<file path="src/include/pfsr_pkg.sv">
// Constants, field positions and carrier types for the frequency select register block
package pfsr_pkg;

    // ------------------------------------------------------------------
    // Register byte offsets
    // ------------------------------------------------------------------
    localparam logic [7:0] PFSR_ADDR_WD_CTL    = 8'h09;
    localparam logic [7:0] PFSR_ADDR_REC_N     = 8'h0B;
    localparam logic [7:0] PFSR_ADDR_REC_M     = 8'h0C;
    localparam logic [7:0] PFSR_ADDR_CPU_N     = 8'h0D;
    localparam logic [7:0] PFSR_ADDR_CPU_M     = 8'h0E;
    localparam logic [7:0] PFSR_ADDR_RSVD_ONES = 8'h0F;

    // ------------------------------------------------------------------
    // Field positions
    // ------------------------------------------------------------------
    localparam int PFSR_REC_SEL_BIT   = 7;
    localparam int PFSR_PROG_EN_BIT   = 7;
    localparam int PFSR_WD_RST_EN_BIT = 4;
    localparam int PFSR_FC_RST_EN_BIT = 3;
    localparam int PFSR_WD_STAT_BIT   = 2;
    localparam int PFSR_WATCHDOG_ENABLE_BIT     = 1;

    // ------------------------------------------------------------------
    // Reset values
    // ------------------------------------------------------------------
    localparam logic [7:0] PFSR_RST_WD_CTL    = 8'h00;
    localparam logic [7:0] PFSR_RST_REC_N     = 8'h00;
    localparam logic [7:0] PFSR_RST_REC_M     = 8'h00;
    localparam logic [7:0] PFSR_RST_CPU_N     = 8'h00;
    localparam logic [7:0] PFSR_RST_CPU_M     = 8'h00;
    localparam logic [7:0] PFSR_RST_RSVD_ONES = 8'h03;
    localparam logic [4:0] PFSR_RST_STRAP     = 5'h00;
    localparam logic [7:0] PFSR_RD_UNMAPPED   = 8'h00;

    // ------------------------------------------------------------------
    // Timing
    // ------------------------------------------------------------------
    localparam int PFSR_CLK_PERIOD_NS   = 40;
    localparam int PFSR_WD_TIMEOUT_US   = 1000;
    localparam int PFSR_WD_TIMEOUT_CYC  = (PFSR_WD_TIMEOUT_US * 1000 + PFSR_CLK_PERIOD_NS - 1) / PFSR_CLK_PERIOD_NS;
    localparam int PFSR_RST_PULSE_NS    = 2000;
    localparam int PFSR_RST_PULSE_CYC   = (PFSR_RST_PULSE_NS + PFSR_CLK_PERIOD_NS - 1) / PFSR_CLK_PERIOD_NS;

    // Programmed CPU frequency range served by the synthesiser
    localparam int PFSR_PROG_MIN_MHZ    = 50;
    localparam int PFSR_PROG_MAX_MHZ    = 248;

    // ------------------------------------------------------------------
    // Types
    // ------------------------------------------------------------------
    typedef enum logic [1:0] {
        PFSR_SRC_TABLE,
        PFSR_SRC_PROG_NM,
        PFSR_SRC_REC_NM
    } pfsr_src_t;

    typedef struct packed {
        pfsr_src_t  src;
        logic [4:0] table_sel;
        logic [4:0] ratio_sel;
        logic [7:0] n_value;
        logic [6:0] m_value;
    } pfsr_freq_cfg_t;

    typedef struct packed {
        logic       en;
        logic [7:0] addr;
        logic [7:0] data;
    } pfsr_reg_wr_t;

endpackage

</file>
<file path="src/rtl/pfsr_down_timer.sv">
// Reloadable down counter giving a busy level and an expiry pulse
`timescale 1ns/10ps
module pfsr_down_timer #(
    parameter int COUNT = 16
) (
    // Clock and reset
    input  wire logic clk,
    input  wire logic rst,
    // Control
    input  wire logic start,
    input  wire logic stop,
    // Status
    output logic      busy,
    output logic      expire
);

    localparam int CW = $clog2(COUNT + 1);

    initial begin
        if (COUNT < 1) begin
            $error("pfsr_down_timer: COUNT must be at least 1");
        end
    end

    logic [CW-1:0] count_reg;

    // ------------------------------------------------------------------
    // Counter
    // ------------------------------------------------------------------
    always_ff @(posedge clk or posedge rst) begin
        if (rst) begin
            count_reg <= '0;
        end else if (stop) begin
            count_reg <= '0;
        end else if (start) begin
            count_reg <= CW'(COUNT);
        end else if (count_reg != '0) begin
            count_reg <= count_reg - CW'(1);
        end
    end

    always_ff @(posedge clk or posedge rst) begin
        if (rst) begin
            expire <= 1'b0;
        end else begin
            expire <= !stop && !start && (count_reg == CW'(1));
        end
    end

    assign busy = (count_reg != '0);

endmodule // pfsr_down_timer

</file>
<file path="src/rtl/pfsr_src_sel.sv">
// Frequency source and ratio selection
`timescale 1ns/10ps
module pfsr_src_sel (
    // Operating state
    input  wire logic                    in_recovery,
    // Selections
    input  wire logic [4:0]              strap_freq_select,
    input  wire logic [4:0]              sw_freq_select,
    input  wire logic                    ratio_source_override,
    input  wire logic                    recovery_source_select,
    input  wire logic                    prog_freq_enable,
    // Divider values
    input  wire logic [7:0]              recovery_n_value,
    input  wire logic [6:0]              recovery_m_value,
    input  wire logic [7:0]              cpu_n_value,
    input  wire logic [6:0]              cpu_m_value,
    // Result
    output pfsr_pkg::pfsr_freq_cfg_t     cfg
);

    logic [4:0] sw_or_strap;

    // RULE_04: ratio source override
    assign sw_or_strap = ratio_source_override ? sw_freq_select : strap_freq_select;

    always_comb begin
        cfg           = '0;
        cfg.ratio_sel = sw_or_strap;
        cfg.table_sel = sw_or_strap;
        if (in_recovery) begin
            // RULE_01: recovery source choice
            if (recovery_source_select) begin
                // RULE_03: recovery N/M pair
                cfg.src     = pfsr_pkg::PFSR_SRC_REC_NM;
                cfg.n_value = recovery_n_value;
                cfg.m_value = recovery_m_value;
            end else begin
                cfg.src       = pfsr_pkg::PFSR_SRC_TABLE;
                cfg.table_sel = strap_freq_select;
            end
        end else if (prog_freq_enable) begin
            // RULE_07: programmable enable gate
            // RULE_08: CPU N/M pair
            cfg.src     = pfsr_pkg::PFSR_SRC_PROG_NM;
            cfg.n_value = cpu_n_value;
            cfg.m_value = cpu_m_value;
        end else begin
            cfg.src = pfsr_pkg::PFSR_SRC_TABLE;
        end
    end

endmodule // pfsr_src_sel

</file>
<file path="src/rtl/pfsr_top.sv">
// Programmable and recovery CPU frequency select registers with watchdog switch-over
//
// Function
// RULE_01: Recovery select: 0 strap, 1 recovery N/M
// RULE_02: Watchdog timeout switches to recovery frequency
// RULE_03: Recovery frequency from 8-bit N, 7-bit M
// RULE_04: Override picks strap or software ratio select
// RULE_05: Recovery N or M write changes frequency
// RULE_06: Host writes recovery N and M together
// RULE_07: Programmable enable gates programmed frequency
// RULE_08: Programmed frequency from CPU N and M
// RULE_09: CPU M write starts load; N not
// RULE_10: Programmed frequency range 50 to 248 MHz
// RULE_11: Host writes ones to reserved low bits
// RULE_12: Watchdog counts after change; disable reloads (here disable clears and stops the count)
// RULE_13: Optional reset pulse after frequency change
// RULE_14: Power-on clears all fields to strap selection; the reserved byte resets to 8'h03 instead
`timescale 1ns/10ps
module pfsr_top #(
    parameter int WD_TIMEOUT_CYCLES = pfsr_pkg::PFSR_WD_TIMEOUT_CYC,
    parameter int RST_PULSE_CYCLES  = pfsr_pkg::PFSR_RST_PULSE_CYC
) (
    // Clock and reset
    input  wire logic                    clk,
    input  wire logic                    rst,
    // Byte register port from the serial interface engine
    input  wire pfsr_pkg::pfsr_reg_wr_t  reg_wr,
    input  wire logic [7:0]              reg_rd_addr,
    output logic [7:0]                   reg_rd_data,
    // Frequency select inputs
    input  wire logic [4:0]              strap_freq_select,
    input  wire logic [4:0]              sw_freq_select,
    input  wire logic                    ratio_source_override,
    // Synthesiser control
    output pfsr_pkg::pfsr_freq_cfg_t     freq_cfg,
    output logic                         freq_load,
    // System recovery
    output logic                         sys_reset_pulse,
    output logic                         wd_timeout_status,
    output logic                         in_recovery
);

    // ------------------------------------------------------------------
    // Parameter checks
    // ------------------------------------------------------------------
    initial begin
        if (WD_TIMEOUT_CYCLES < 2) begin
            $error("pfsr_top: WD_TIMEOUT_CYCLES must be at least 2");
        end
        if (RST_PULSE_CYCLES < 1) begin
            $error("pfsr_top: RST_PULSE_CYCLES must be at least 1");
        end
    end

    // ------------------------------------------------------------------
    // Declarations
    // ------------------------------------------------------------------
    typedef enum {
        PFSR_ST_NORMAL,
        PFSR_ST_RECOVERY
    } pfsr_state_t;

    pfsr_state_t              state_reg;
    pfsr_state_t              state_next;

    logic [7:0]               wd_ctl_reg;
    logic [7:0]               rec_n_reg;
    logic [7:0]               rec_m_reg;
    logic [7:0]               cpu_n_reg;
    logic [7:0]               cpu_m_reg;
    logic [7:0]               rsvd_ones_reg;
    logic [4:0]               strap_reg;
    logic                     strap_taken_reg;
    logic                     wd_status_reg;
    logic                     load_req_reg;
    logic                     load_req_next;
    logic                     freq_load_reg;
    logic [7:0]               rd_data_reg;
    pfsr_pkg::pfsr_freq_cfg_t cfg_reg;
    pfsr_pkg::pfsr_freq_cfg_t cfg_next;

    logic                     wr_wd_ctl;
    logic                     wr_rec_n;
    logic                     wr_rec_m;
    logic                     wr_cpu_n;
    logic                     wr_cpu_m;
    logic                     wr_rsvd;
    logic                     wd_enable;
    logic                     wd_expire;
    logic                     wd_busy;
    logic                     rst_pulse_start;
    logic                     rst_pulse_busy;

    // Write strobe for one byte address
    function automatic logic hit(input pfsr_pkg::pfsr_reg_wr_t w, input logic [7:0] a);
        hit = w.en && (w.addr == a);
    endfunction

    assign wr_wd_ctl = hit(reg_wr, pfsr_pkg::PFSR_ADDR_WD_CTL);
    assign wr_rec_n  = hit(reg_wr, pfsr_pkg::PFSR_ADDR_REC_N);
    assign wr_rec_m  = hit(reg_wr, pfsr_pkg::PFSR_ADDR_REC_M);
    assign wr_cpu_n  = hit(reg_wr, pfsr_pkg::PFSR_ADDR_CPU_N);
    assign wr_cpu_m  = hit(reg_wr, pfsr_pkg::PFSR_ADDR_CPU_M);
    assign wr_rsvd   = hit(reg_wr, pfsr_pkg::PFSR_ADDR_RSVD_ONES);

    assign wd_enable = wd_ctl_reg[pfsr_pkg::PFSR_WATCHDOG_ENABLE_BIT];

    // ------------------------------------------------------------------
    // Strap capture
    // ------------------------------------------------------------------
    // Strap pins are sampled on the first edge after reset release
    always_ff @(posedge clk or posedge rst) begin
        if (rst) begin
            strap_reg       <= pfsr_pkg::PFSR_RST_STRAP;
            strap_taken_reg <= 1'b0;
        end else if (!strap_taken_reg) begin
            strap_reg       <= strap_freq_select;
            strap_taken_reg <= 1'b1;
        end
    end

    // ------------------------------------------------------------------
    // Control register
    // ------------------------------------------------------------------
    // RULE_14: cleared on power-on
    always_ff @(posedge clk or posedge rst) begin
        if (rst) begin
            wd_ctl_reg <= pfsr_pkg::PFSR_RST_WD_CTL;
        end else if (wr_wd_ctl) begin
            wd_ctl_reg                              <= reg_wr.data;
            wd_ctl_reg[pfsr_pkg::PFSR_WD_STAT_BIT]  <= 1'b0;
        end
    end

    // Timeout status: a timeout in the clearing cycle keeps the bit set
    always_ff @(posedge clk or posedge rst) begin
        if (rst) begin
            wd_status_reg <= 1'b0;
        end else if (wd_expire) begin
            wd_status_reg <= 1'b1;
        end else if (wr_wd_ctl && reg_wr.data[pfsr_pkg::PFSR_WD_STAT_BIT]) begin
            wd_status_reg <= 1'b0;
        end
    end

    // ------------------------------------------------------------------
    // Divider registers
    // ------------------------------------------------------------------
    // RULE_14: dividers and enables cleared on power-on
    always_ff @(posedge clk or posedge rst) begin
        if (rst) begin
            rec_n_reg <= pfsr_pkg::PFSR_RST_REC_N;
            rec_m_reg <= pfsr_pkg::PFSR_RST_REC_M;
        end else begin
            if (wr_rec_n) begin
                rec_n_reg <= reg_wr.data;
            end
            if (wr_rec_m) begin
                rec_m_reg <= reg_wr.data;
            end
        end
    end

    always_ff @(posedge clk or posedge rst) begin
        if (rst) begin
            cpu_n_reg <= pfsr_pkg::PFSR_RST_CPU_N;
            cpu_m_reg <= pfsr_pkg::PFSR_RST_CPU_M;
        end else begin
            if (wr_cpu_n) begin
                cpu_n_reg <= reg_wr.data;
            end
            if (wr_cpu_m) begin
                cpu_m_reg <= reg_wr.data;
            end
        end
    end

    // Reserved byte keeps what the host writes; its low bits default to one
    always_ff @(posedge clk or posedge rst) begin
        if (rst) begin
            rsvd_ones_reg <= pfsr_pkg::PFSR_RST_RSVD_ONES;
        end else if (wr_rsvd) begin
            rsvd_ones_reg <= reg_wr.data;
        end
    end

    // ------------------------------------------------------------------
    // Operating state
    // ------------------------------------------------------------------
    always_comb begin
        state_next = state_reg;
        case (state_reg)
            PFSR_ST_NORMAL: begin
                // RULE_02: timeout enters recovery
                if (wd_expire) begin
                    state_next = PFSR_ST_RECOVERY;
                end
            end
            PFSR_ST_RECOVERY: begin
                // A new programmed load hands control back to software
                if (wr_cpu_m) begin
                    state_next = PFSR_ST_NORMAL;
                end
            end
            default: begin
                state_next = PFSR_ST_NORMAL;
            end
        endcase
    end

    always_ff @(posedge clk or posedge rst) begin
        if (rst) begin
            state_reg <= PFSR_ST_NORMAL;
        end else begin
            state_reg <= state_next;
        end
    end

    // ------------------------------------------------------------------
    // Frequency load requests
    // ------------------------------------------------------------------
    always_comb begin
        load_req_next = 1'b0;
        // RULE_09: CPU M byte write loads
        if (wr_cpu_m) begin
            load_req_next = 1'b1;
        end
        // RULE_05: either recovery byte reloads
        if ((wr_rec_n || wr_rec_m) && state_reg == PFSR_ST_RECOVERY) begin
            load_req_next = 1'b1;
        end
        // RULE_02: switch-over on timeout
        if (wd_expire) begin
            load_req_next = 1'b1;
        end
    end

    // Load pulse trails the request by one edge so it meets the new config
    always_ff @(posedge clk or posedge rst) begin
        if (rst) begin
            load_req_reg  <= 1'b0;
            freq_load_reg <= 1'b0;
        end else begin
            load_req_reg  <= load_req_next;
            freq_load_reg <= load_req_reg;
        end
    end

    // ------------------------------------------------------------------
    // Source selection
    // ------------------------------------------------------------------
    pfsr_src_sel u_src_sel (
        .in_recovery            (state_reg == PFSR_ST_RECOVERY),
        .strap_freq_select      (strap_reg),
        .sw_freq_select         (sw_freq_select),
        .ratio_source_override  (ratio_source_override),
        .recovery_source_select (rec_m_reg[pfsr_pkg::PFSR_REC_SEL_BIT]),
        .prog_freq_enable       (cpu_m_reg[pfsr_pkg::PFSR_PROG_EN_BIT]),
        .recovery_n_value       (rec_n_reg),
        .recovery_m_value       (rec_m_reg[6:0]),
        .cpu_n_value            (cpu_n_reg),
        .cpu_m_value            (cpu_m_reg[6:0]),
        .cfg                    (cfg_next)
    );

    // RULE_10: N/M passed unclipped to synthesiser
    always_ff @(posedge clk or posedge rst) begin
        if (rst) begin
            cfg_reg <= '0;
        end else begin
            cfg_reg <= cfg_next;
        end
    end

    // ------------------------------------------------------------------
    // Watchdog timer
    // ------------------------------------------------------------------
    // RULE_12: start on change in normal state, disable clears the count
    pfsr_down_timer #(
        .COUNT (WD_TIMEOUT_CYCLES)
    ) u_wd_timer (
        .clk    (clk),
        .rst    (rst),
        .start  (freq_load_reg && wd_enable && state_reg == PFSR_ST_NORMAL),
        .stop   (!wd_enable),
        .busy   (wd_busy),
        .expire (wd_expire)
    );

    // ------------------------------------------------------------------
    // System reset pulse
    // ------------------------------------------------------------------
    // RULE_13: pulse after frequency change
    assign rst_pulse_start = (freq_load_reg && wd_ctl_reg[pfsr_pkg::PFSR_FC_RST_EN_BIT])
                           || (wd_expire && wd_ctl_reg[pfsr_pkg::PFSR_WD_RST_EN_BIT]);

    pfsr_down_timer #(
        .COUNT (RST_PULSE_CYCLES)
    ) u_rst_timer (
        .clk    (clk),
        .rst    (rst),
        .start  (rst_pulse_start),
        .stop   (1'b0),
        .busy   (rst_pulse_busy),
        .expire ()
    );

    // ------------------------------------------------------------------
    // Read-back
    // ------------------------------------------------------------------
    always_ff @(posedge clk or posedge rst) begin
        if (rst) begin
            rd_data_reg <= pfsr_pkg::PFSR_RD_UNMAPPED;
        end else if (reg_rd_addr == pfsr_pkg::PFSR_ADDR_WD_CTL) begin
            rd_data_reg                             <= wd_ctl_reg;
            rd_data_reg[pfsr_pkg::PFSR_WD_STAT_BIT] <= wd_status_reg;
        end else if (reg_rd_addr == pfsr_pkg::PFSR_ADDR_REC_N) begin
            rd_data_reg <= rec_n_reg;
        end else if (reg_rd_addr == pfsr_pkg::PFSR_ADDR_REC_M) begin
            rd_data_reg <= rec_m_reg;
        end else if (reg_rd_addr == pfsr_pkg::PFSR_ADDR_CPU_N) begin
            rd_data_reg <= cpu_n_reg;
        end else if (reg_rd_addr == pfsr_pkg::PFSR_ADDR_CPU_M) begin
            rd_data_reg <= cpu_m_reg;
        end else if (reg_rd_addr == pfsr_pkg::PFSR_ADDR_RSVD_ONES) begin
            rd_data_reg <= rsvd_ones_reg;
        end else begin
            rd_data_reg <= pfsr_pkg::PFSR_RD_UNMAPPED;
        end
    end

    // ------------------------------------------------------------------
    // Outputs
    // ------------------------------------------------------------------
    assign reg_rd_data       = rd_data_reg;
    assign freq_cfg          = cfg_reg;
    assign freq_load         = freq_load_reg;
    assign sys_reset_pulse   = rst_pulse_busy;
    assign wd_timeout_status = wd_status_reg;
    assign in_recovery       = (state_reg == PFSR_ST_RECOVERY);

endmodule // pfsr_top

</file>
<file path="config.mk">
export PLATFORM = sky130hd
export DESIGN_NAME = pfsr_top
export DESIGN_NICKNAME = d
export VERILOG_FILES = /design/src/include/pfsr_pkg.sv /design/src/rtl/pfsr_down_timer.sv /design/src/rtl/pfsr_src_sel.sv /design/src/rtl/pfsr_top.sv
export SDC_FILE = /design/constraint.sdc
export NUM_CORES = 1
export LEC_CHECK = 0
export ABC_AREA = 1
export ABC_CLOCK_PERIOD_IN_PS = 10700
export BUFFER_PORTS_ARGS = -buffer_cell sky130_fd_sc_hd__clkbuf_2
export CORE_UTILIZATION = 30
export CTS_CLUSTER_DIAMETER = 200
export DETAILED_ROUTE_END_ITERATION = 8
export PLACE_DENSITY = 0.5
export SETUP_SLACK_MARGIN = 0.05
export SYNTH_ARGS = -nofsm -noshare
export SYNTH_HDL_FRONTEND = slang
export SYNTH_SLANG_ARGS = --single-unit
</file>
<file path="constraint.sdc">
create_clock -name clk -period 10.7 [get_ports clk]
set_clock_uncertainty 0.2 [all_clocks]
set_input_delay 1.605 -clock clk [delete_from_list [all_inputs] [get_ports clk]]
set_output_delay 1.605 -clock clk [all_outputs]
set_load 0.005 [all_outputs]
</file>
==> results of run 1 <==
==> cell usage after synthesis (3+ instances only) <==
cell      number
nand3_1       51
nand2_1      119
nor2_1        54
nand4_1       14
nand2_2       11
inv_1         63
xor2_1         5
dfrtp_1      112
a22o_1         7
nor2_4         4
ha_1           3
buf_2          6
nor2_2         5
buf_6          5
o21ai_0       20
nor3_1         3
a21oi_1       15
o21ai_1       28
inv_2          5
o21ai_2       23
clkbuf_1       3
==> routing by layer <==
metal	vias up	GRT usage [%]
met5	-	0
met4	0	7.197
met3	19	3.615
met2	100	25.60
met1	1932	20.00
li1	2033	-
==> worst max-delay path: cells and delay by family (launching register included) <==
family                     cells  cell delay (ns)
adders and majority gates      1             0.19
and+or+nand+nor                3             0.45
DFF                            1             0.38
buffers and inverters          2             0.25
==> how the worst min path moves through the flow <==
stage | startpoint | endpoint | slack [ns] | depth (start not counted)
CTS | load_req_reg | freq_load | 0.16 | 0
global placement | load_req_reg | freq_load | 0.14 | 0
floorplan | load_req_reg | freq_load | 0.13 | 0
global route | load_req_reg | freq_load | 0.18 | 0
detailed placement | load_req_reg | freq_load | 0.15 | 0
finish | load_req_reg | freq_load | 0.15 | 0
==> layout make-up <==
| class | count | area, µm² |
|---|---|---|
| multi-input cells | 376 | 1946 |
| fillers | 1705 | 10400 |
| clock inverters | 6 | 80.08 |
| inverters | 68 | 257.7 |
| clock buffers | 23 | 488.0 |
| well taps | 220 | 275.3 |
| flip-flops and latches | 114 | 2855 |
| repair buffers | 78 | 395.4 |
==> stage by stage <==
| step | cells | hold WS [ns] | setup slack, ns | area [µm²] |
|---|---|---|---|---|
| after CTS | 885 | 0.1556 | 7.180 | 6297 |
| final | 885 | 0.1501 | 7.205 | 6297 |
| after detailed placement | 856 | 0.1457 | 7.435 | 5729 |
| after global routing | 885 | 0.1792 | 7.109 | 6297 |
| after floorplan | 573 | 0.1312 | 5.883 | 5159 |
| after global placement | 856 | 0.1408 | 7.447 | 5729 |
==> power by group <==
part	switching (W)	internal, W	total, W	leakage (nW)
sequential	0.0000206	0.000463	0.000483	1.51
combinational	0.0000910	0.0000535	0.000145	1.34
clock	0.000184	0.000361	0.000544	0.285
==> logic make-up after synthesis <==
kind of cell | share of synthesized area [%]
AOI/OAI and AO/OA | 11.62
other | 0.07269
buffers and inverters | 6.985
xor gates and xnor gates | 0.8489
adders and majority gates | 0.7277
DFF | 55.35
and+or+nand+nor | 24.40
==> reports/metrics.cfg, run 1 <==
[power]
power.total_w=0.001172
power_leakage_nw=3.144
vdd_drop_max_uv=117.9
p_per_area_nw_per_um2=186.1

[die]
die_w_um=133.1
start_util_pct=30.89
die_h_um=133.1
num_rows=47
core_um2=16700
die_area_um2=17720
io-pin-count=77

[global_route]
grt_pass1_wl_um=21270
grt_pass1_vias=4146
grt_max_degree=69
grt_overflow=0
track_usage_pct=15.76
grt_antenna_before_repair=0

[timing]
maxSlewViolCount=0
post-route-period-util_pct=32.66
layout_min_cycle_time_ns=3.495
tightest_slew_ns=0.8685
setup_viol=0
finalHoldViolations=0
fmax_mhz=286.1
setup_tns_ns=0
grt_setup_unrepaired=no
relSlewSlack_pct=42.10

[yosys]
synth_fp_nets=614
synthTopCellsByArea=dfrtp_1, nand2_1, nand3_1
syn_avg_cell_area_um2=9.003
ys_async_sr_fraction_pct=100.0
synth_top_area_share_pct=54.33
ys_warn_count=0
synth-main-ff-cell=dfrtp_1
synth_area_um2=5159
seq_area_frac_synth_pct=55.35
synth_cells=573
synth_cell_types=35
synth_top_area_cell=dfrtp_1
synth_edf_count=0
ys_ff_latch=114

[place]
port_buffers=76
gp_congestion=0.8034
dp_hpwl_um=9150

[cells_and_area]
drive_above_1_share_pct=24.81
utilization_pct=37.71
final_common_cell=nand2_1
largest_reg_flops=27
area_growth_pct=22.07
num-nets-final=696
insertedDiodeCount=0
final_cell_mix=nand2_1, dfrtp_1, clkbuf_2, inv_1, nor2_1

[worst_setup_path]
crit_arrival_ns=1.69
crit_chain=inv_1 > ha_1 > nand3_1 > nor2_1 > nand2_1 > clkbuf_2
rrSetupSlack_ns=8.90
end_kind=output pin
worstSetupStartpointType=flop
crit_required_ns=8.90
worstRegToRegCells=7
crit_path_max_incr_delay_ns=0.38
cp_max_fo=6
cp_slowest_cell=dfrtp_1
r2r_start=u_wd_timer.count_reg[0]
r2r_end=u_wd_timer.count_reg[9]
endpoint=sys_reset_pulse
critical_path.startpoint=u_rst_timer.count_reg[0]
worstSetupPathType=reg2out

[clock_tree]
clock-sinks=114
h-tree-depth=4
insertion_delay_ns=0.41
path_clk_slew_ns=0.05
cts_buffers=17
ctsHoldBuffers=0
cts_setup_buffers=0
cts_tree=yes
cts_root_buf=clkbuf_16
cts_buffer_depth=2
cts-resized-gates=0

[run_status]
status=finished, final reports clean

[route]
wirelength_um=13110
wl_met1_um=5836
dr_wl_met3_um=648
vias_per_cell=4.615
ant_nets=0
vias=4084
highest_layer=met4
drc_errors=0
first_iter_violations=239
wire_per_inst_um=14.81
wl_met2_um=6396
drt-pass1-iter-count=5

[hold_path]
hp-class=reg2reg

[job]
drv_cap=0

No activity file was read; power rests on OpenSTA's default activity.
==> run 2: changes to the inputs <==
--- a/config.mk
+++ b/config.mk
@@ -5,13 +5,13 @@
 export SDC_FILE = /design/constraint.sdc
 export NUM_CORES = 1
 export LEC_CHECK = 0
-export ABC_AREA = 1
-export ABC_CLOCK_PERIOD_IN_PS = 10700
+export ABC_AREA = 0
+export ABC_CLOCK_PERIOD_IN_PS = 3200
 export BUFFER_PORTS_ARGS = -buffer_cell sky130_fd_sc_hd__clkbuf_2
 export CORE_UTILIZATION = 30
 export CTS_CLUSTER_DIAMETER = 200
 export DETAILED_ROUTE_END_ITERATION = 8
-export PLACE_DENSITY = 0.5
+export PLACE_DENSITY = 0.52
 export SETUP_SLACK_MARGIN = 0.05
 export SYNTH_ARGS = -nofsm -noshare
 export SYNTH_HDL_FRONTEND = slang
==> constraint.sdc (replaced) <==
create_clock -name clk -period 3.2 [get_ports clk]
set_clock_uncertainty 0.2 [all_clocks]
set_input_delay 0.48 -clock clk [delete_from_list [all_inputs] [get_ports clk]]
set_output_delay 0.48 -clock clk [all_outputs]
set_load 0.005 [all_outputs]
==> reports/metrics.cfg, run 2 <==
[run_status]
status=finished, final reports clean

[worst_setup_path]
crit_chain=inv_1 > ha_1 > nor2b_1 > nand2_1 > clkbuf_2
worstRegToRegCells=6
worstSetupPathType=reg2out
crit_arrival_ns=1.74
cp_max_fo=5
rrSetupSlack_ns=0.83
crit_required_ns=2.52
cp_slowest_cell=dfrtp_1
worstSetupStartpointType=flop
end_kind=output pin
crit_path_max_incr_delay_ns=0.40

[route]
vias_per_cell=4.872
wire_per_inst_um=16.67
drc_errors=0
drt-pass1-iter-count=4
first_iter_violations=142
vias=3347
ant_nets=0
wirelength_um=11450

[timing]
tightest_slew_ns=0.7819
whs_ns=0.005977
post-route-period-util_pct=75.49
relSlewSlack_pct=47.77
maxSlewViolCount=0
layout_min_cycle_time_ns=2.416
grt_setup_unrepaired=no
setup_slack_ns=0.7842
finalHoldViolations=0
fmax_mhz=413.9
setup_viol=0
setup_tns_ns=0

[hold_path]
hp-class=in2async

[global_route]
grt_antenna_before_repair=0
grt_overflow=0
grt_pass1_wl_um=18630
grt_pass1_vias=3410
track_usage_pct=14.91
grt_max_degree=48

[cells_and_area]
final_common_cell=dfrtp_1
insertedDiodeCount=0
area_growth_pct=24.92
num-nets-final=499
nFillCells=1604
finalInstanceArea_um2=6191
final_cell_mix=dfrtp_1, clkbuf_2, mux2_2, mux2_1
multi_input_area_um2=1999
largest_reg_flops=27
drive_above_1_share_pct=35.67
regArea_um2=2855

[power]
power.total_w=0.003893
vdd_drop_max_uv=417.4
power_leakage_nw=2.996
p_per_area_nw_per_um2=628.9

[place]
pre_cts_ws_ns=0.7353
gp_congestion=0.8307
dp_hpwl_um=7824
dpl_cell_area_um2=5617
port_buffers=76

[yosys]
synth_top_area_cell=dfrtp_1
ys_top_cells_by_count=dfrtp_1, mux2_2, mux2_1, nand2_1, nor2_1
seq_area_frac_synth_pct=57.61
synth_fp_nets=412
synthTopCellsByArea=dfrtp_1, mux2_2, mux2_1
synth_top_area_share_pct=56.55
ys_async_sr_fraction_pct=100.0
syn_avg_cell_area_um2=13.36
synth-main-ff-cell=dfrtp_1
ys_warn_count=0
synth_cell_types=51
synth_area_um2=4956
yosysMostFrequentCell=dfrtp_1
synth_cells=371
synth_edf_count=0
ys_ff_latch=114

[die]
start_util_pct=30.97
die_h_um=130.5
core_um2=16000
die_area_um2=17040
io-pin-count=77
die_w_um=130.5
num_rows=46

[job]
drv_cap=0

[clock_tree]
clock-sinks=114
insertion_delay_ns=0.41
cts_buffers=17
h-tree-depth=4
cts_tree=yes
path_clk_slew_ns=0.05
cts_buffer_depth=2
cts-resized-gates=0
cts_setup_buffers=0
cts_root_buf=clkbuf_16
ctsHoldBuffers=0

run 2: final cells by class:
| class | count | share of cell area (%) |
|---|---|---|
| well taps | 216 | 4.365 |
| repair buffers | 80 | 7.033 |
| inverters | 14 | 0.9095 |
| clock buffers | 23 | 7.559 |
| flip-flops and latches | 114 | 46.12 |
| clock inverters | 9 | 1.718 |
| multi-input cells | 231 | 32.30 |
run 2: layer usage:
| layer | GRT usage [%] | routed length (µm) | vias to the layer above |
|---|---|---|---|
| met1 | 18.37 | 5067 | 1712 |
| met5 | 0 | 0 | - |
| li1 | - | - | 1544 |
| met3 | 3.705 | 467 | 19 |
| met2 | 24.74 | 5686 | 72 |
| met4 | 6.694 | 230 | 0 |
run 2: power by group:
group | internal, W | leakage [nW] | total (W) | switching, W
Combinational | 0.000212 | 1.20 | 0.000449 | 0.000236
Sequential | 0.00154 | 1.52 | 0.00162 | 0.0000796
Clock | 0.00118 | 0.273 | 0.00182 | 0.000639
Total | 0.00294 | 3.00 | 0.00389 | 0.000955
run 2: worst paths after layout:
path,start,to
max in group asynchronous,rst,rsvd_ones_reg[1]
worst min-delay path,rst,reg_rd_data[3]
min in group clk,strap_freq_select[0],strap_reg[0]
worst max register to register,u_wd_timer.count_reg[0],u_wd_timer.count_reg[10]
worst max-delay path,u_rst_timer.count_reg[0],sys_reset_pulse
worst min register to register,load_req_reg,freq_load
run 2: cell families after synthesis:
family / synth area share, %
compound gates: 7.549
flops: 57.61
xor+xnor: 0.8838
fa+ha+maj: 0.7575
buf+inv: 2.045
mux: 20.37
other cells: 0.07567
simple gates: 10.70
run 2: critical path, delay by kind of cell, from the launching register on:
kind,cells,cell delay (ns)
flip-flops,1,0.40
AND/OR/NAND/NOR,2,0.44
adder cells (fa/ha/maj),1,0.24
buffers and inverters,2,0.25
run 2: per-stage QoR:
| stage | utilization [%] | std cells |
|---|---|---|
| final | 38.69 | 687 |
| after global routing | 38.69 | 687 |
| after CTS | 38.69 | 687 |
| after detailed placement | 35.10 | 655 |
| after global placement | 35.10 | 655 |
| after floorplan | - | 371 |
